<file path="src/irq_vector_regs.svh">
`ifndef IRQ_VECTOR_REGS_SVH
`define IRQ_VECTOR_REGS_SVH
// apb register byte offsets
`define REG_IRQ_ENABLE   12'h000
`define REG_IRQ_PENDING  12'h004
`define REG_IRQ_CONTROL  12'h008
// control register fields
`define CTL_GLOBAL_EN_BIT 0
`define CTL_TRAP_PND_BIT 1
`define CTL_TRAP_SVC_BIT 2
`define CTL_ACK_BUSY_BIT 3
// reset values
`define RST_ENABLE       6'h00
`define RST_PENDING      6'h00
// maskable sources
`define NUM_SRC          6
// table slots, E0 plus two per slot
`define SLOT_TRAP        4'hf
`define SLOT_DEFAULT     4'h0
`define VEC_TABLE_BASE   8'he0
`define IRQ_ENTRY_ADDR   15'h00ff
// timing
`define CLK_NS           50
`define INSTR_NS         1000
`define INSTR_CLKS       ((`INSTR_NS + `CLK_NS - 1) / `CLK_NS)
`define ACK_INSTR_CYCLES 7
`endif

</file>
<file path="src/irq_vector_pkg.sv">
package irq_vector_pkg;
  typedef enum logic [2:0]
  {
    ST_IDLE   = 3'b000,
    ST_ACK    = 3'b001,
    ST_SEL_HI = 3'b011,
    ST_SEL_LO = 3'b010
  } seq_state_t;
  // instruction boundary events from the sequencer
  typedef struct packed {
    logic instrStart;
    logic instrSkip;
    logic retExec;
    logic vecSelExec;
    logic clrTrapExec;
    logic swTrapExec;
  } core_evt_t;
  typedef struct packed {
    logic        valid;
    logic [14:0] addr;
  } pc_load_t;
endpackage

</file>
<file path="src/maskable_irq_and_vector_select.sv">
// The register addresses and register access over APB are this design's own decisions.
`timescale 1ns/1ps
`include "irq_vector_regs.svh"
module maskable_irq_and_vector_select
(
  // clock and reset
  input  wire logic                     clk_sys,
  input  wire logic                     resetn,
  // apb slave
  input  wire logic                     psel,
  input  wire logic                     penable,
  input  wire logic                     pwrite,
  input  wire logic [11:0]              paddr,
  input  wire logic [31:0]              pwdata,
  output logic      [31:0]              prdata,
  output logic                          pready,
  output logic                          pslverr,
  // sources, one bit per maskable source
  input  wire logic [`NUM_SRC-1:0]      irqEvent,
  // sequencer
  input  wire irq_vector_pkg::core_evt_t coreEvt,
  input  wire logic [14:0]              curPc,
  input  wire logic [14:0]              popAddr,
  output logic                          irqTake,
  output logic                          ackBusy,
  output logic                          pushReq,
  output logic      [14:0]              pushAddr,
  output irq_vector_pkg::pc_load_t      pcLoad,
  // vector fetch from program memory
  output logic                          memRdReq,
  output logic      [14:0]              memRdAddr,
  input  wire logic                     memRdValid,
  input  wire logic [7:0]               memRdData
);
  import irq_vector_pkg::*;

  // slot of each maskable source, lowest bit is port wakeup
  localparam logic [3:0] SRC_SLOT [`NUM_SRC] = '{4'h1, 4'h9, 4'ha, 4'hb, 4'hc, 4'hd};

  seq_state_t         state_ff;
  logic [`NUM_SRC-1:0] enable_ff;
  logic [`NUM_SRC-1:0] pend_ff;
  logic               globalIrqEnable_ff;
  logic               trapPnd_ff;
  logic               trapSvc_ff;
  logic [4:0]         div_ff;
  logic [2:0]         ackCnt_ff;
  logic [6:0]         vecHi_ff;
  logic [`NUM_SRC-1:0] active;
  logic               trapBlock;
  logic               maskQual;
  logic               instrTick;
  logic               wrEn;
  logic               rdEn;
  logic [3:0]         winSlot;
  logic [6:0]         selBlock;

  ////////////////////////////////////////////////////////////////////////////
  // apb decode, zero wait states
  assign pready  = 1'b1;
  assign wrEn    = psel && penable && pwrite;
  assign rdEn    = psel && penable && !pwrite;
  assign pslverr = psel && penable && !(paddr == `REG_IRQ_ENABLE || paddr == `REG_IRQ_PENDING
                                        || paddr == `REG_IRQ_CONTROL);

  always_comb
  begin
    prdata = 32'h0000_0000;
    if (rdEn && paddr == `REG_IRQ_ENABLE)
      prdata[`NUM_SRC-1:0] = enable_ff;
    else if (rdEn && paddr == `REG_IRQ_PENDING)
      prdata[`NUM_SRC-1:0] = pend_ff;
    else if (rdEn && paddr == `REG_IRQ_CONTROL)
    begin
      prdata[`CTL_GLOBAL_EN_BIT] = globalIrqEnable_ff;
      prdata[`CTL_TRAP_PND_BIT] = trapPnd_ff;
      prdata[`CTL_TRAP_SVC_BIT] = trapSvc_ff;
      prdata[`CTL_ACK_BUSY_BIT] = ackBusy;
    end
  end

  ////////////////////////////////////////////////////////////////////////////
  // enables and pending flags
  // enable bits
  always_ff @(posedge clk_sys or negedge resetn)
  begin
    if (!resetn)
      enable_ff <= `RST_ENABLE;
    else if (wrEn && paddr == `REG_IRQ_ENABLE)
      enable_ff <= pwdata[`NUM_SRC-1:0];
  end

  // set wins over a software write in the same cycle
  always_ff @(posedge clk_sys or negedge resetn)
  begin
    if (!resetn)
      pend_ff <= `RST_PENDING;
    else if (wrEn && paddr == `REG_IRQ_PENDING)
      pend_ff <= pwdata[`NUM_SRC-1:0] | irqEvent;
    else
      pend_ff <= pend_ff | irqEvent;
  end

  always_ff @(posedge clk_sys or negedge resetn)
  begin
    if (!resetn)
      globalIrqEnable_ff <= 1'b0;
    else if (irqTake)
      globalIrqEnable_ff <= 1'b0;
    else if (coreEvt.retExec)
      globalIrqEnable_ff <= 1'b1;
    else if (wrEn && paddr == `REG_IRQ_CONTROL)
      globalIrqEnable_ff <= pwdata[`CTL_GLOBAL_EN_BIT];
  end

  // trap pending, a new trap wins over the clear
  always_ff @(posedge clk_sys or negedge resetn)
  begin
    if (!resetn)
      trapPnd_ff <= 1'b0;
    else if (coreEvt.swTrapExec)
      trapPnd_ff <= 1'b1;
    else if (coreEvt.clrTrapExec)
      trapPnd_ff <= 1'b0;
  end

  // trap in service until its pending flag drops
  always_ff @(posedge clk_sys or negedge resetn)
  begin
    if (!resetn)
      trapSvc_ff <= 1'b0;
    else if (irqTake && trapPnd_ff)
      trapSvc_ff <= 1'b1;
    else if (!trapPnd_ff)
      trapSvc_ff <= 1'b0;
  end

  ////////////////////////////////////////////////////////////////////////////
  // qualification and arbitration
  // active sources
  assign active    = enable_ff & pend_ff;
  assign trapBlock = trapPnd_ff || trapSvc_ff;
  // a level check, so a late enable or a return triggers at once
  assign maskQual  = (|active) && globalIrqEnable_ff && !trapBlock;
  // only at a normally executed instruction start
  assign irqTake   = (state_ff == ST_IDLE) && coreEvt.instrStart && !coreEvt.instrSkip
                     && (maskQual || (trapPnd_ff && !trapSvc_ff));
  assign ackBusy   = (state_ff == ST_ACK);

  // trap slot while a trap is pending, else highest ranked active source, else default slot
  always_comb
  begin
    winSlot = `SLOT_DEFAULT;
    for (int i = 0; i < `NUM_SRC; i++)
      if (active[i])
        winSlot = SRC_SLOT[i];
    if (trapPnd_ff)
      winSlot = `SLOT_TRAP;
  end

  // a select at the last byte of a block reads the next block
  assign selBlock = curPc[14:8] + {6'h00, curPc[7:0] == 8'hff};

  ////////////////////////////////////////////////////////////////////////////
  // instruction cycle divider, restarted on acknowledge for a fixed length
  assign instrTick = (div_ff == 5'(`INSTR_CLKS - 1));

  always_ff @(posedge clk_sys or negedge resetn)
  begin
    if (!resetn)
      div_ff <= 5'h00;
    else if (irqTake || instrTick)
      div_ff <= 5'h00;
    else
      div_ff <= div_ff + 5'h01;
  end

  ////////////////////////////////////////////////////////////////////////////
  // sequencer
  always_ff @(posedge clk_sys or negedge resetn)
  begin
    if (!resetn)
      state_ff <= ST_IDLE;
    else
      case (state_ff)
        ST_IDLE:
          if (irqTake)
            state_ff <= ST_ACK;
          else if (coreEvt.vecSelExec)
            state_ff <= ST_SEL_HI;
        ST_ACK:
          if (instrTick && ackCnt_ff == 3'(`ACK_INSTR_CYCLES - 1))
            state_ff <= ST_IDLE;
        ST_SEL_HI:
          if (memRdValid)
            state_ff <= ST_SEL_LO;
        ST_SEL_LO:
          if (memRdValid)
            state_ff <= ST_IDLE;
        default:
          state_ff <= ST_IDLE;
      endcase
  end

  always_ff @(posedge clk_sys or negedge resetn)
  begin
    if (!resetn)
      ackCnt_ff <= 3'h0;
    else if (irqTake)
      ackCnt_ff <= 3'h0;
    else if (ackBusy && instrTick)
      ackCnt_ff <= ackCnt_ff + 3'h1;
  end

  // push the address of the instruction about to run
  always_ff @(posedge clk_sys or negedge resetn)
  begin
    if (!resetn)
    begin
      pushReq  <= 1'b0;
      pushAddr <= 15'h0000;
    end
    else
    begin
      pushReq <= irqTake;
      if (irqTake)
        pushAddr <= curPc;
    end
  end

  always_ff @(posedge clk_sys or negedge resetn)
  begin
    if (!resetn)
      pcLoad <= '0;
    else if (ackBusy && instrTick && ackCnt_ff == 3'(`ACK_INSTR_CYCLES - 1))
      pcLoad <= '{valid: 1'b1, addr: `IRQ_ENTRY_ADDR};
    else if (state_ff == ST_IDLE && coreEvt.retExec)
      pcLoad <= '{valid: 1'b1, addr: popAddr};
    else if (state_ff == ST_SEL_LO && memRdValid)
      pcLoad <= '{valid: 1'b1, addr: {vecHi_ff, memRdData}};
    else
      pcLoad.valid <= 1'b0;
  end

  // even slot byte gives pc bits 14:8, odd slot byte the low pc byte, high byte first
  always_ff @(posedge clk_sys or negedge resetn)
  begin
    if (!resetn)
    begin
      memRdReq  <= 1'b0;
      memRdAddr <= 15'h0000;
      vecHi_ff  <= 7'h00;
    end
    else if (state_ff == ST_IDLE && !irqTake && coreEvt.vecSelExec)
    begin
      memRdReq  <= 1'b1;
      memRdAddr <= {selBlock, `VEC_TABLE_BASE | {3'b000, winSlot, 1'b0}};
    end
    else if (state_ff == ST_SEL_HI && memRdValid)
    begin
      vecHi_ff  <= memRdData[6:0];
      memRdAddr <= memRdAddr | 15'h0001;
    end
    else if (state_ff == ST_SEL_LO && memRdValid)
      memRdReq <= 1'b0;
  end

  ////////////////////////////////////////////////////////////////////////////
  // checks
  chk_pend_set_event:
    assert property (@(posedge clk_sys) disable iff (!resetn)
      (irqEvent != 6'h00) |=> ((pend_ff & $past(irqEvent)) == $past(irqEvent)))
    else $error("event did not set pending");
  chk_take_qualified:
    assert property (@(posedge clk_sys) disable iff (!resetn)
      irqTake && !trapPnd_ff |-> globalIrqEnable_ff && (|(enable_ff & pend_ff)) && !trapSvc_ff)
    else $error("maskable take without qualification");
  chk_skip_no_take:
    assert property (@(posedge clk_sys) disable iff (!resetn)
      coreEvt.instrSkip |-> !irqTake)
    else $error("take on skipped instruction");
  chk_ack_clears_push:
    assert property (@(posedge clk_sys) disable iff (!resetn)
      irqTake |=> !globalIrqEnable_ff && pushReq && pushAddr == $past(curPc))
    else $error("ack did not clear enable or push");
  chk_ack_seven_cycles:
    assert property (@(posedge clk_sys) disable iff (!resetn)
      irqTake |-> ##141 (pcLoad.valid && pcLoad.addr == 15'h00ff))
    else $error("entry load not after seven instruction cycles");
  chk_ret_restores:
    assert property (@(posedge clk_sys) disable iff (!resetn)
      coreEvt.retExec && state_ff == ST_IDLE && !irqTake |=> globalIrqEnable_ff && pcLoad.valid
      && pcLoad.addr == $past(popAddr))
    else $error("return did not restore");
  chk_sel_even_slot:
    assert property (@(posedge clk_sys) disable iff (!resetn)
      $rose(memRdReq) |-> memRdAddr[0] == 1'b0 && memRdAddr[7:5] == 3'b111)
    else $error("vector address not an even table byte");
  chk_sel_default:
    assert property (@(posedge clk_sys) disable iff (!resetn)
      state_ff == ST_IDLE && coreEvt.vecSelExec && !irqTake && active == 6'h00 && !trapPnd_ff
      |=> memRdAddr[7:0] == 8'he0)
    else $error("default entry not used");
  chk_trap_masks:
    assert property (@(posedge clk_sys) disable iff (!resetn)
      trapSvc_ff |-> !irqTake)
    else $error("take while trap in service");
  chk_pend_stays:
    assert property (@(posedge clk_sys) disable iff (!resetn)
      !(wrEn && paddr == `REG_IRQ_PENDING) |=> (pend_ff & $past(pend_ff)) == $past(pend_ff))
    else $error("pending flag lost without a write");
  chk_level_take:
    assert property (@(posedge clk_sys) disable iff (!resetn)
      state_ff == ST_IDLE && coreEvt.instrStart && !coreEvt.instrSkip && (|(enable_ff & pend_ff))
      && globalIrqEnable_ff && !trapPnd_ff && !trapSvc_ff |-> irqTake)
    else $error("qualified source not taken");
  chk_ack_busy_span:
    assert property (@(posedge clk_sys) disable iff (!resetn)
      irqTake |=> ackBusy ##139 ackBusy ##1 !ackBusy)
    else $error("acknowledge span not seven instruction cycles");
  chk_nest_enable:
    assert property (@(posedge clk_sys) disable iff (!resetn)
      wrEn && paddr == `REG_IRQ_CONTROL && pwdata[`CTL_GLOBAL_EN_BIT] && !irqTake |=> globalIrqEnable_ff)
    else $error("global enable write not taken");
  chk_sel_block:
    assert property (@(posedge clk_sys) disable iff (!resetn)
      $rose(memRdReq) |-> memRdAddr[14:8] == 7'($past(curPc[14:8]) + 7'($past(curPc[7:0]) == 8'hff)))
    else $error("vector table in the wrong block");
  chk_vec_hi_first:
    assert property (@(posedge clk_sys) disable iff (!resetn)
      state_ff == ST_SEL_HI && memRdValid |=> memRdAddr[0] && vecHi_ff == $past(memRdData[6:0]))
    else $error("high vector byte not taken first");
  chk_trap_slot:
    assert property (@(posedge clk_sys) disable iff (!resetn)
      state_ff == ST_IDLE && coreEvt.vecSelExec && !irqTake && trapPnd_ff
      |=> memRdAddr[7:0] == 8'hfe)
    else $error("trap vector not at top of table");
  chk_sel_highest:
    assert property (@(posedge clk_sys) disable iff (!resetn)
      state_ff == ST_IDLE && coreEvt.vecSelExec && !irqTake && !trapPnd_ff && active[5]
      |=> memRdAddr[7:0] == 8'hfa)
    else $error("highest ranked source not selected");
  chk_trap_clear:
    assert property (@(posedge clk_sys) disable iff (!resetn)
      coreEvt.clrTrapExec && !coreEvt.swTrapExec |=> !trapPnd_ff)
    else $error("clear instruction left trap pending");

endmodule // maskable_irq_and_vector_select

</file>
<file path="config.mk">
export PLATFORM = sky130hd
export DESIGN_NAME = maskable_irq_and_vector_select
export DESIGN_NICKNAME = d
export VERILOG_FILES = /design/src/irq_vector_pkg.sv /design/src/maskable_irq_and_vector_select.sv
export VERILOG_INCLUDE_DIRS = /design/src
export SDC_FILE = /design/constraint.sdc
export NUM_CORES = 1
export LEC_CHECK = 0
export ABC_AREA = 0
export BUFFER_PORTS_ARGS = -buffer_cell sky130_fd_sc_hd__buf_2
export CAP_MARGIN = 10
export CELL_PAD_IN_SITES_DETAIL_PLACEMENT = 2
export CELL_PAD_IN_SITES_GLOBAL_PLACEMENT = 2
export CORE_ASPECT_RATIO = 2
export CORE_MARGIN = 5
export CORE_UTILIZATION = 25
export CTS_CLUSTER_DIAMETER = 100
export CTS_CLUSTER_SIZE = 10
export DETAILED_ROUTE_END_ITERATION = 6
export MAX_ROUTING_LAYER = met4
export PLACE_DENSITY_LB_ADDON = 0.1
export REMOVE_ABC_BUFFERS = 1
export SYNTH_ARGS = -nofsm -noshare
export SYNTH_HDL_FRONTEND = slang
export SYNTH_SLANG_ARGS = --single-unit
export TNS_END_PERCENT = 10
</file>
<file path="constraint.sdc">
create_clock -name clk_sys -period 1.8 [get_ports clk_sys]
set_input_delay 0.18 -clock clk_sys [delete_from_list [all_inputs] [get_ports clk_sys]]
set_output_delay 0.18 -clock clk_sys [all_outputs]
set_load 0.01 [all_outputs]
</file>
==> flow_summary.toml <==
[global_routing]
grt_overflow_total = 0
grt_pass1_wl_mm = 21.0
grt_usage_pct = 14.8
antenna_found_initial = 0
first_global_vias = 4105
grt_max_degree = 35

[yosys]
synth_xor_area_share_pct = 1.97
synth.area.mux_share_pct = 9.87
ys.flop_type = "dfrtp_1"
yosysSeqAreaShare_pct = 48.7
synth_area_sq_um = 4010
postSynthAreaPerCell_sq_um = 10.2
synth_top_family_by_area = "simple AND/OR/NAND/NOR gates"
synth-simple-area-share_pct = 16.8
synthArstFlopShare_pct = 100
synth-edff-count = 0
ys_warn_count = 0
synth_cell_type_count = 45
synth_compound_area_share_pct = 11.4
synth_fa_ha_area_share_pct = 3.12
syn_inst = 391
ys_ff_latch = 78

[worst_setup_path]
cp_cell_sequence = "a22oi_2, buf_4, and2_4, a211oi_4, buf_12, buf_6"
crit_required_ns = 1.62
crit_path_top_delay_cell = "dfrtp_1"
worst-setup-path-type = "register to primary output"
cp_max_fo = 5
reg2reg_from = "enable_ff[4]"
arrival_ns = 1.69
crit_path_start_kind = "register"
endpoint_kind = "primary output"
startpoint = "pend_ff[2]"
slowest_delay_ns = 0.37

[clock_tree]
cts_buffers = 9
clk-insertion-delay-late_ns = 0.34
cts_tree = "done"
clk_pin_slew_ns = 0.06
clock-root-buffer = "clkbuf_16"
htreeDepth = 3
clockBufferDepth = 2
cts.sinks = 78

[cells_and_area]
regArea_sq_um = 1950
nFillCells = 1805
final_area_sq_um = 5740
syn2layout_area_growth_pct = 43.4
post-route-util_pct = 36.4
final_cells = 778
drive_gt1_share_pct = 44.4
insertedDiodeCount = 0
multiInputGateArea_sq_um = 2000
nNetsFinal = 684

[sta]
fin_crit_sh_pct = 104
fin_ws_ns = -0.0715
hold_viol = 0
rsz0062_at_grt = "yes"
finalHoldWorstSlack_ns = 0.0357
period_needed_ns = 1.87
setup_viol_count_final = 19
report.final.slew_viol_count = 0
fmax_ghz = 0.534
fin_skew_ns = 0.00489

[job]
cap_violations = 0

[routing]
via_per_inst = 4.54
vias = 3533
maxUsedRoutingLayer = "met4"
wl_per_cell_um = 17.4
antenna_left = 0
wl_met1_mm = 4.76
post-route-drc-count = 0
routed_wl_mm = 13.5
wl_met3_um = 492
dr.pass1.iters = 4
drt_iter0_drc = 48
met2WireLength_mm = 8.04

[placement]
postPlaceCellArea_sq_um = 5160
hpwl_mm = 10.6
placement.io_buffers = 130
finalWeightedCongestion = 0.748
placed_cells = 754

[worst_hold_path]
min_path_type = "input port to register"
hold_start = "irqEvent[1]"

[floorplanning]
core_sq_um = 15800
dieArea_sq_um = 18800
die_w_um = 99.5
initial_core_util_pct = 25.4
io-pin-count = 184
rows = 65
fp.dieH_um = 189

[status]
violations = "negative setup slack"
status = "finished with violations"

[pwr]
ir_worst_vdd_uv = 455
power.leakage_nw = 2.82
powerDensity_nw_per_um2 = 1380
-- cells by family (layout without fill, tap and decap cells) --
family / count (synthesis) / count (layout)
fa+ha+maj: 10 / 10
compound gates: 65 / 65
mux: 33 / 33
xor+xnor: 9 / 9
simple gates: 143 / 143
buf+inv: 51 / 212
other cells: 2 / 27
flops: 78 / 78
-- per-stage QoR --
step	TNS [ns]	worst slack (ns)	power, mW
after global placement	-1.54	-0.0945	5.73
after global routing	-3.50	-0.152	8.49
after floorplan	-7.58	-0.283	4.35
final	-0.325	-0.0715	7.95
after detailed placement	-2.39	-0.126	5.87
after CTS	-1.89	-0.118	7.92
-- cell usage after synthesis (3+ instances only) --
| cell type | number | area share, % |
|---|---|---|
| nand3_1 | 22 | 2.7 |
| ha_1 | 10 | 3.1 |
| nor2_1 | 30 | 2.8 |
| nor3_1 | 3 | 0.37 |
| inv_1 | 8 | 0.75 |
| dfrtp_1 | 78 | 49 |
| nand2b_1 | 4 | 0.62 |
| nand2_1 | 62 | 5.8 |
| buf_2 | 3 | 0.37 |
| clkbuf_1 | 8 | 0.75 |
| xnor2_1 | 5 | 1.1 |
| a21o_1 | 6 | 1.1 |
| o21ai_0 | 19 | 2.4 |
| buf_4 | 32 | 6.0 |
| a21oi_1 | 13 | 1.6 |
| xor2_1 | 4 | 0.87 |
| mux2_4 | 7 | 2.6 |
| a41oi_1 | 7 | 1.5 |
| nand4_1 | 6 | 0.94 |
| a22o_1 | 6 | 1.3 |
| and2_1 | 3 | 0.47 |
| mux2_2 | 24 | 6.7 |
| and3_1 | 3 | 0.47 |
-- final timing paths --
path,cells after the start,endpoint,slack (ns)
worst max-delay path,6,irqTake,-0.07
worst min-delay path,3,pend_ff[1],0.04
worst max register to register,5,memRdAddr[9],-0.05
worst min register to register,2,memRdAddr[0],0.50
max in group asynchronous,3,trapPnd_ff,0.93
min in group asynchronous,2,pcLoad[0],0.32
-- layout by cell type, fill, tap and decap left out, types with 3 or more instances in the layout --
master	instances
buf_12	5
buf_6	6
nand2b_1	4
a21oi_1	12
nand2_1	61
xnor2_1	5
nor2_1	29
a21o_1	6
mux2_4	24
and3_1	3
mux2_2	7
nand3_1	22
buf_4	49
ha_1	7
dfrtp_1	77
buf_2	127
nand4_1	6
inv_1	6
o21ai_0	19
conb_1	27
clkbuf_16	10
a22o_1	6
xor2_1	4
a41oi_1	7
-- power by group --
group	internal [mW]	switching (mW)	leakage, nW
Clock	1.14	0.692	0.142
Combinational	1.65	1.64	1.77
Sequential	2.44	0.394	0.911
Total	5.22	2.73	2.82
-- registers in the layout (all words and copies together), names as in the netlist --
| name | flops |
|---|---|
| state_ff | 2 |
| trapSvc_ff | 1 |
| memRdReq | 1 |
| trapPnd_ff | 1 |
| pcLoad | 16 |
| pend_ff | 6 |
| vecHi_ff | 7 |
| pushAddr | 15 |
| ackCnt_ff | 3 |
| memRdAddr | 13 |
| pushReq | 1 |
| enable_ff | 6 |
| div_ff | 5 |
| globalIrqEnable_ff | 1 |
-- final cells by class --
| type | count | area share (%) |
|---|---|---|
| clock buffer | 13 | 4.53 |
| multi-input combinational | 287 | 34.8 |
| timing repair buffer | 190 | 21.3 |
| tap | 201 | 4.38 |
| inverter | 8 | 0.523 |
| sequential | 78 | 34.0 |
| clock inverter | 1 | 0.523 |
-- worst max-delay path, delay by kind of cell, from the launching register on --
| kind | cells | cell delay [ns] |
|---|---|---|
| buffers and inverters | 3 | 0.42 |
| AO/OA/AOI/OAI | 2 | 0.39 |
| flip-flops | 1 | 0.37 |
| AND/OR/NAND/NOR | 1 | 0.16 |
-- routing by layer --
metal	track usage (%)	up-vias
li1	-	1657
met4	5.47	0
met1	14.0	1761
met3	2.54	14
met2	28.8	101
met5	-	-
-- timing repair --
item / in CTS / in global routing
setup buffers: 5 / 4
hold endpoints to repair: 25 / 0
resized for setup: 17 / 32
endpoints found under the setup margin: 54 / 54
gates cloned: 0 / 1
hold buffers: 1 / 0
pin swaps: 8 / 13
(Power assumes the default switching activity.)
